[src/logic/gpioc_defines.vh]
/*
 Constants for the pin control slice: register offsets, field positions,
 reset values and timing counts. Assumes inclusion by bare name.
*/
`ifndef GPIOC_DEFINES_VH
`define GPIOC_DEFINES_VH
`define GPIOC_ADDR_W            4
`define GPIOC_OFF_DIR           4'ha
`define GPIOC_OFF_LEVEL         4'hb
`define GPIOC_OFF_IRQ_EN        4'hc
`define GPIOC_OFF_CTRL          4'he
`define GPIOC_OFF_EFC           4'hf
`define GPIOC_RST_DIR           8'h00
`define GPIOC_RST_LEVEL         8'hff
`define GPIOC_RST_IRQ_EN        8'h00
`define GPIOC_RST_CTRL          8'h00
`define GPIOC_RST_EFC           8'h00
`define GPIOC_CTRL_LATCH        0
`define GPIOC_CTRL_MODEM_A      1
`define GPIOC_CTRL_MODEM_B      2
`define GPIOC_CTRL_SWRST        3
`define GPIOC_CTRL_MASK         8'h0f
`define GPIOC_EFC_IR_MODE       7
`define GPIOC_SWRST_CYCLES      4'h4
`endif

[src/logic/gpioc_swrst.v]
/*
 Software reset sequencer: a write pulse starts a fixed-length reset pulse.
 Assumes start is a one-cycle pulse in the clk domain.
*/
module gpioc_swrst (
	input  wire       clk,      // System clock
	input  wire       sys_rst,  // Async reset, active high
	input  wire       start,    // Request pulse
	output reg        busy      // Reset in progress
);
`include "gpioc_defines.vh"
	reg [3:0] count;
	always @(posedge clk or posedge sys_rst) begin
		if (sys_rst) begin
			count <= 4'h0;
			busy  <= 1'b0;
		end else if (start && !busy) begin
			count <= `GPIOC_SWRST_CYCLES;
			busy  <= 1'b1;
		end else if (busy) begin
			count <= count - 4'h1;
			if (count == 4'h1)
				busy <= 1'b0;
		end
	end
endmodule // gpioc_swrst

[src/logic/gpioc_pin_irq.v]
/*
 Per-pin change detector with optional latching. Assumes level is already
 synchronous to clk.
*/
module gpioc_pin_irq (
	input  wire       clk,       // System clock
	input  wire       rst,       // Async reset incl. software reset
	input  wire       level,     // Sampled pin level
	input  wire       enable,    // Interrupt allowed for this pin
	input  wire       latch_en,  // Latching mode
	input  wire       read_ack,  // Level register read pulse
	output reg        shown,     // Level reported to software
	output reg        pending    // Pending interrupt
);
	reg ref_level;
	always @(posedge clk or posedge rst) begin
		if (rst) begin
			ref_level <= 1'b1;
			shown     <= 1'b1;
			pending   <= 1'b0;
		end else begin
			if (read_ack) begin
				ref_level <= shown;
				shown     <= level;
			end else if (!(latch_en && pending)) begin
				shown <= level;
			end
			if (enable && level != ref_level && !read_ack)
				pending <= 1'b1;
			else if (!latch_en && level == ref_level)
				pending <= 1'b0;
			else if (read_ack)
				pending <= 1'b0;
			else if (!enable)
				pending <= pending & latch_en;
		end
	end
endmodule // gpioc_pin_irq

[src/logic/gpioc_top.v]
/*
 Pin control slice: direction, level, interrupt enable, control and extra
 feature registers, per-pin interrupts, modem nibble select, software reset.
 Assumes a simple synchronous register port from the host bus decoder.
*/
// Operation
// - Enable bits gate per-pin interrupts
// - Modem nibbles ignore interrupt enables
// - Control bit 3 write resets device
// - Software reset bit clears itself
// - Bit 2 selects lower nibble modem
// - Bit 1 selects upper nibble modem
// - Bit 0 selects input latching
// - Unlatched revert withdraws pending interrupt
// - Latched interrupt persists, level held
// - Extra feature bit 7 selects infrared
// - Direction bit one makes output
// - Level read pins, write outputs
// - Software reset resets all channels
module gpioc_top (
	input  wire       clk,          // System clock 40 MHz
	input  wire       sys_rst,      // Async reset, active high
	input  wire [3:0] reg_addr,     // Register offset
	input  wire       reg_wr,       // Write strobe
	input  wire       reg_rd,       // Read strobe
	input  wire [7:0] reg_wdata,    // Write data
	output reg  [7:0] reg_rdata,    // Read data
	input  wire [7:0] pin_in,       // Pin levels
	output reg  [7:0] pin_out,      // Pin drive levels
	output wire [7:0] pin_oe_n,     // Pin drive enable, low drives
	input  wire       term_ready_a_n, // Channel A terminal ready from UART
	input  wire       term_ready_b_n, // Channel B terminal ready from UART
	output wire       ring_in_a_n,  // Channel A ring in
	output wire       carrier_in_a_n, // Channel A carrier detect
	output wire       set_ready_a_n,  // Channel A set ready
	output wire       ring_in_b_n,  // Channel B ring in
	output wire       carrier_in_b_n, // Channel B carrier detect
	output wire       set_ready_b_n,  // Channel B set ready
	output wire       gpio_irq,     // Any pin interrupt pending
	output wire       ir_quarter,   // Infrared quarter-bit pulse mode
	output wire       dev_rst       // Device-wide reset
);
`include "gpioc_defines.vh"
	reg  [7:0] pin_direction_reg;
	reg  [7:0] pin_level_reg;
	reg  [7:0] pin_interrupt_enable;
	reg  [2:0] pin_control;
	reg  [7:0] extra_feature_control;
	wire       swrst_busy;
	wire       core_rst;
	wire [7:0] shown;
	wire [7:0] pending;
	wire [7:0] modem_mask;
	wire       wr_ctrl;
	wire       level_rd;

	////////////////////////////////////////////////////////////////
	// one reset for all but the sequencer and the read data register
	assign core_rst = sys_rst | swrst_busy;
	assign dev_rst  = core_rst;
	assign wr_ctrl  = reg_wr && reg_addr == `GPIOC_OFF_CTRL;
	assign level_rd = reg_rd && reg_addr == `GPIOC_OFF_LEVEL;

	gpioc_swrst u_swrst (
		.clk     (clk),
		.sys_rst (sys_rst),
		.start   (wr_ctrl && reg_wdata[`GPIOC_CTRL_SWRST]),
		.busy    (swrst_busy)
	);

	////////////////////////////////////////////////////////////////
	// Registers; core_rst loads their reset values, level 8'hff and the rest 0; control keeps bits 2:0 only, so the reset bit is never held
	always @(posedge clk or posedge core_rst) begin
		if (core_rst) begin
			pin_direction_reg     <= `GPIOC_RST_DIR;
			pin_level_reg         <= `GPIOC_RST_LEVEL;
			pin_interrupt_enable  <= `GPIOC_RST_IRQ_EN;
			pin_control           <= 3'h0;
			extra_feature_control <= `GPIOC_RST_EFC;
		end else if (reg_wr) begin
			case (reg_addr)
				`GPIOC_OFF_DIR:    pin_direction_reg    <= reg_wdata;
				`GPIOC_OFF_LEVEL:  pin_level_reg        <= reg_wdata;
				`GPIOC_OFF_IRQ_EN: pin_interrupt_enable <= reg_wdata;
				`GPIOC_OFF_CTRL:   pin_control <= reg_wdata[2:0];
				`GPIOC_OFF_EFC:    extra_feature_control <= reg_wdata;
				default: begin
				end
			endcase
		end
	end

	////////////////////////////////////////////////////////////////
	// modem nibble mask: upper nibble from bit 1, lower nibble from bit 2
	assign modem_mask = {{4{pin_control[`GPIOC_CTRL_MODEM_A]}},
		{4{pin_control[`GPIOC_CTRL_MODEM_B]}}};

	// direction drives pin
	// Modem nibbles drive only their terminal ready pins, bits 5 and 1
	assign pin_oe_n = ~((pin_direction_reg & ~modem_mask) | (modem_mask & 8'h22));

	always @(posedge clk or posedge core_rst) begin
		if (core_rst)
			pin_out <= `GPIOC_RST_LEVEL;
		else begin
			pin_out[7:4] <= pin_control[`GPIOC_CTRL_MODEM_A] ?
				{2'b11, term_ready_a_n, 1'b1} : pin_level_reg[7:4];
			pin_out[3:0] <= pin_control[`GPIOC_CTRL_MODEM_B] ?
				{2'b11, term_ready_b_n, 1'b1} : pin_level_reg[3:0];
		end
	end

	// Modem pins: ring, carrier, terminal ready, set ready, high to low bit
	assign ring_in_a_n    = pin_control[`GPIOC_CTRL_MODEM_A] ? pin_in[7] : 1'b1;
	assign carrier_in_a_n = pin_control[`GPIOC_CTRL_MODEM_A] ? pin_in[6] : 1'b1;
	assign set_ready_a_n  = pin_control[`GPIOC_CTRL_MODEM_A] ? pin_in[4] : 1'b1;
	assign ring_in_b_n    = pin_control[`GPIOC_CTRL_MODEM_B] ? pin_in[3] : 1'b1;
	assign carrier_in_b_n = pin_control[`GPIOC_CTRL_MODEM_B] ? pin_in[2] : 1'b1;
	assign set_ready_b_n  = pin_control[`GPIOC_CTRL_MODEM_B] ? pin_in[0] : 1'b1;

	////////////////////////////////////////////////////////////////
	genvar i;
	generate
		for (i = 0; i < 8; i = i + 1) begin : g_pin
			gpioc_pin_irq u_pin (
				.clk      (clk),
				.rst      (core_rst),
				.level    (pin_in[i]),
				.enable   (pin_interrupt_enable[i] & ~modem_mask[i]
					& ~pin_direction_reg[i]),
				.latch_en (pin_control[`GPIOC_CTRL_LATCH]),
				.read_ack (level_rd),
				.shown    (shown[i]),
				.pending  (pending[i])
			);
		end
	endgenerate

	assign gpio_irq = |(pending & pin_interrupt_enable & ~modem_mask);

	assign ir_quarter = extra_feature_control[`GPIOC_EFC_IR_MODE];

	////////////////////////////////////////////////////////////////
	// Read data registered: available the cycle after the strobe
	always @(posedge clk or posedge sys_rst) begin
		if (sys_rst)
			reg_rdata <= 8'h00;
		else if (reg_rd) begin
			case (reg_addr)
				`GPIOC_OFF_DIR:    reg_rdata <= pin_direction_reg;
				`GPIOC_OFF_LEVEL:  reg_rdata <= (shown & ~pin_direction_reg)
					| (pin_level_reg & pin_direction_reg);
				`GPIOC_OFF_IRQ_EN: reg_rdata <= pin_interrupt_enable;
				`GPIOC_OFF_CTRL:   reg_rdata <= {5'h00, pin_control} & `GPIOC_CTRL_MASK;
				`GPIOC_OFF_EFC:    reg_rdata <= extra_feature_control;
				default:           reg_rdata <= 8'h00;
			endcase
		end
	end
endmodule // gpioc_top

[config.mk]
export PLATFORM = sky130hd
export DESIGN_NAME = gpioc_top
export DESIGN_NICKNAME = d
export VERILOG_FILES = /design/src/logic/gpioc_swrst.v /design/src/logic/gpioc_pin_irq.v /design/src/logic/gpioc_top.v
export VERILOG_INCLUDE_DIRS = /design/src /design/src/logic
export SDC_FILE = /design/constraint.sdc
export NUM_CORES = 1
export LEC_CHECK = 0
export ABC_AREA = 1
export ABC_CLOCK_PERIOD_IN_PS = 10200
export BUFFER_PORTS_ARGS = -buffer_cell sky130_fd_sc_hd__buf_2
export CORE_MARGIN = 2
export CORE_UTILIZATION = 61
export CTS_BUF_LIST = sky130_fd_sc_hd__clkbuf_16
export CTS_CLUSTER_DIAMETER = 60
export DETAILED_ROUTE_END_ITERATION = 8
export GPL_TIMING_DRIVEN = 0
export PLACE_DENSITY = 0.84
export SLEW_MARGIN = 10
export SYNTH_ARGS = -nofsm -noshare
export SYNTH_HDL_FRONTEND = slang
export SYNTH_HIERARCHICAL = 1
export SYNTH_SLANG_ARGS = --single-unit
[constraint.sdc]
create_clock -name clk -period 10.2 [get_ports clk]
set_input_delay 2.04 -clock clk [delete_from_list [all_inputs] [get_ports clk]]
set_output_delay 2.04 -clock clk [all_outputs]
set_load 0.02 [all_outputs]
==> qor.json <==
{
  "status": {"value": "finished clean"},
  "finalWirelength": {"value": 9907, "unit": "microns"},
  "ys_ff_latch": {"value": 80},
  "global_route_wire_length_before_repair": {"value": 16620, "unit": "microns"},
  "final.period_utilization": {"value": 52.02, "unit": "%"},
  "netlist-cell-type-count": {"value": 30},
  "clock_tree.buffer_depth": {"value": 2},
  "synthesis.instances": {"value": 503},
  "die_h": {"value": 85.09, "unit": "microns"},
  "fin_total_pwr": {"value": 1.051, "unit": "mW"},
  "hp-class": {"value": "flop to async pin"},
  "place.gp.congestion": {"value": 0.8571},
  "fin_hold_ws": {"value": 0.4143, "unit": "ns"},
  "place_hpwl": {"value": 7016, "unit": "microns"},
  "grt_pass1_vias": {"value": 3520},
  "tritoncts": {"value": "done"},
  "crit_path_start_kind": {"value": "primary input"},
  "diodes": {"value": 0},
  "die-width": {"value": 85.09, "unit": "microns"},
  "postLayoutCoreUtil": {"value": 74.98, "unit": "%"},
  "maxClockFrequency": {"value": 0.1885, "unit": "GHz"},
  "power_density": {"value": 220.7, "unit": "mW/mm^2"},
  "finalWorstSetupSlack": {"value": 4.894, "unit": "ns"},
  "dr.pass1.iters": {"value": 5},
  "m1WireLength": {"value": 4264, "unit": "microns"},
  "clock_tree_skew_after_final_layout": {"value": 0.005817, "unit": "ns"},
  "critical_path.max_fanout": {"value": 31},
  "insertion_delay": {"value": 0.33, "unit": "ns"},
  "fin_crit": {"value": 5.306, "unit": "ns"},
  "crit_path_max_incr_delay": {"value": 0.36, "unit": "ns"},
  "cts_resized": {"value": 0},
  "cp_data_required_time": {"value": 8.16, "unit": "ns"},
  "cts.clk_slew.worst_paths": {"value": 0.06, "unit": "ns"},
  "routed-via-count": {"value": 3642},
  "power.leakage": {"value": 2.470, "unit": "nW"},
  "cts.root.buffer_cell": {"value": "clkbuf_16"},
  "postCtsSetupBuffers": {"value": 0},
  "floorplan.initialDensity": {"value": 63.17, "unit": "%"},
  "yosysSeqAreaShare": {"value": 50.90, "unit": "%"},
  "remaining_drc_errors": {"value": 0},
  "critical_path_arrival": {"value": 3.27, "unit": "ns"},
  "placementRows": {"value": 29},
  "netlist_area": {"value": 0.004011, "unit": "sq mm"},
  "timing.setup.tns": {"value": 0, "unit": "ns"},
  "drv_cap": {"value": 0},
  "postRouteAntennaNets": {"value": 0},
  "multi_input_comb_area": {"value": 0.001617, "unit": "sq mm"},
  "tritoncts.num_buffers": {"value": 9},
  "timing_hold_violations_final": {"value": 0},
  "core": {"value": 0.006350, "unit": "sq mm"},
  "kind_of_critical_path": {"value": "primary input to output port"},
  "post_cts_hold_buffer_count": {"value": 0},
  "slew_violations": {"value": 0},
  "num_io_pins": {"value": 59},
  "grt_util_all_layers": {"value": 29.61, "unit": "%"},
  "initialDrtViolationCount": {"value": 301},
  "avgViaCountPerCell": {"value": 5.543},
  "filler_cell_count": {"value": 445},
  "grt_setup_unrepaired": {"value": "no"},
  "postSynthAreaPerCell": {"value": 7.975, "unit": "sq um"},
  "seq_area": {"value": 0.002042, "unit": "sq mm"},
  "crit_top_cell": {"value": "buf_2"},
  "grt_max_degree": {"value": 32},
  "route.met3.wl": {"value": 692, "unit": "microns"},
  "relSlewSlack": {"value": 41.99, "unit": "%"},
  "layout.nets": {"value": 603},
  "grt_antenna_before_repair": {"value": 0},
  "ratio_of_cells_with_drive_above_1_in_the_final_layout": {"value": 27.07, "unit": "%"},
  "worst_slew_pin_slew": {"value": 0.8702, "unit": "ns"},
  "crit_chain": {"value": "buf_2 -> nor2_4 -> buf_12 -> inv_1 -> buf_2"},
  "synth_nets": {"value": 531},
  "irDropWorstVdd": {"value": 0.1649, "unit": "mV"},
  "numPortBuffers": {"value": 58},
  "cts.sink_count": {"value": 80},
  "routed.top_layer": {"value": "met4"},
  "setup-violations-final": {"value": 0},
  "ys.warnings.count": {"value": 6},
  "design.die.area": {"value": 0.007240, "unit": "sq mm"},
  "critical-path-slowest-cell": {"value": "nor2_4"},
  "pre_cts_slack": {"value": 4.864, "unit": "ns"},
  "htreeDepth": {"value": 3},
  "critPathCaptureType": {"value": "output port"},
  "routed_wire_per_std_cell": {"value": 15.08, "unit": "microns"},
  "met2_length": {"value": 4734, "unit": "microns"},
  "grt-ovfl-total": {"value": 0},
  "flow.area_growth_from_synthesis": {"value": 18.68, "unit": "%"}
}
## placed cells by master, fill, tap and decap left out, types with 3 or more instances in the layout
master | Yosys | layout
dfstp_2 | 32 | 32
nor2_1 | 25 | 24
a21oi_1 | 3 | 3
inv_2 | 9 | 9
buf_2 | 1 | 59
dfrtp_1 | 48 | 48
clkbuf_1 | 3 | 3
o21ai_0 | 48 | 48
o21bai_1 | 4 | 4
clkbuf_16 | 0 | 9
inv_1 | 66 | 66
nor2_4 | 3 | 4
nand3_2 | 9 | 9
clkinv_2 | 0 | 3
or2_2 | 9 | 9
nand4_1 | 14 | 14
nand3_1 | 32 | 32
nand2_2 | 3 | 3
buf_6 | 4 | 5
nand2_1 | 174 | 174
## metrics by stage
step | instances | instance area (sq um)
after detailed placement | 641 | 4449
after CTS | 657 | 4761
after global placement | 638 | 4398
final | 657 | 4761
after floorplan | 503 | 4011
after global routing | 657 | 4761
## metal layers
metal	track usage, %	vias to the layer above
li1	-	1726
met1	40.78	1733
met3	4.377	21
met4	11.54	0
met2	47.73	162
met5	0	-
## cell families after synthesis
kind of cell / after synthesis / share of synthesized area [%]
flip-flops: 80 / 50.90
AND/OR/NAND/NOR: 277 / 31.50
adder cells (fa/ha/maj): 2 / 0.6237
AO/OA/AOI/OAI: 59 / 7.860
buffers and inverters: 85 / 9.108
## synthesized netlist by cell type
library cell | count | area share [%]
nand3_2 | 9 | 2.2
nand4_1 | 14 | 2.2
o21ai_0 | 48 | 6.0
inv_2 | 9 | 0.84
buf_2 | 1 | 0.12
nand2_2 | 3 | 0.47
nand2_1 | 174 | 16
or2_0 | 1 | 0.16
nand3_4 | 1 | 0.44
dfstp_2 | 32 | 21
and3_1 | 1 | 0.16
o21ai_2 | 2 | 0.44
clkbuf_1 | 3 | 0.28
a31oi_1 | 1 | 0.16
a21oi_1 | 3 | 0.37
nor2_1 | 25 | 2.3
nor3_1 | 1 | 0.12
nor2_2 | 2 | 0.31
o21bai_1 | 4 | 0.75
o22ai_1 | 1 | 0.16
dfrtp_1 | 48 | 30
or2_2 | 9 | 1.4
nor2_4 | 3 | 0.84
buf_6 | 4 | 1.1
nand3_1 | 32 | 4.0
buf_4 | 1 | 0.19
nand2_4 | 2 | 0.56
inv_1 | 66 | 6.2
ha_1 | 2 | 0.62
buf_8 | 1 | 0.37
## where the power goes
group	internal (mW)	switching, mW	leakage, nW	total, mW
combinational	0.0836	0.168	1.36	0.251
sequential	0.401	0.0628	0.955	0.464
clock	0.212	0.123	0.153	0.335
## critical path, delay by kind of cell
| kind | cells | cell delay (ns) |
|---|---|---|
| buf+inv | 4 | 0.85 |
| simple gates | 1 | 0.36 |
## area by class of cell
cell class	instances	share of cell area [%]
Clock buffer	9	4.731
Clock inverter	7	1.813
Sequential cell	80	42.89
Buffer	10	1.761
Inverter	75	5.913
Tap cell	77	2.024
Timing Repair Buffer	61	6.912
Multi-Input combinational cell	338	33.96
## final timing paths
kind | startpoint | endpoint | slack (ns) | depth (start not counted)
setup / recovery | sys_rst | dev_rst | 4.89 | 5
hold / removal | u_swrst/busy | pin_direction_reg[3] | 0.41 | 1
setup reg to reg | pin_control[2] | g_pin[1].u_pin/pending | 8.57 | 8
hold reg to reg | u_swrst/busy | pin_direction_reg[3] | 0.41 | 1
max in group asynchronous | sys_rst | g_pin[7].u_pin/ref_level | 7.44 | 5
min in group clk | reg_rdata[0] | reg_rdata[0] | 0.48 | 2
(Power assumes the default switching activity.)
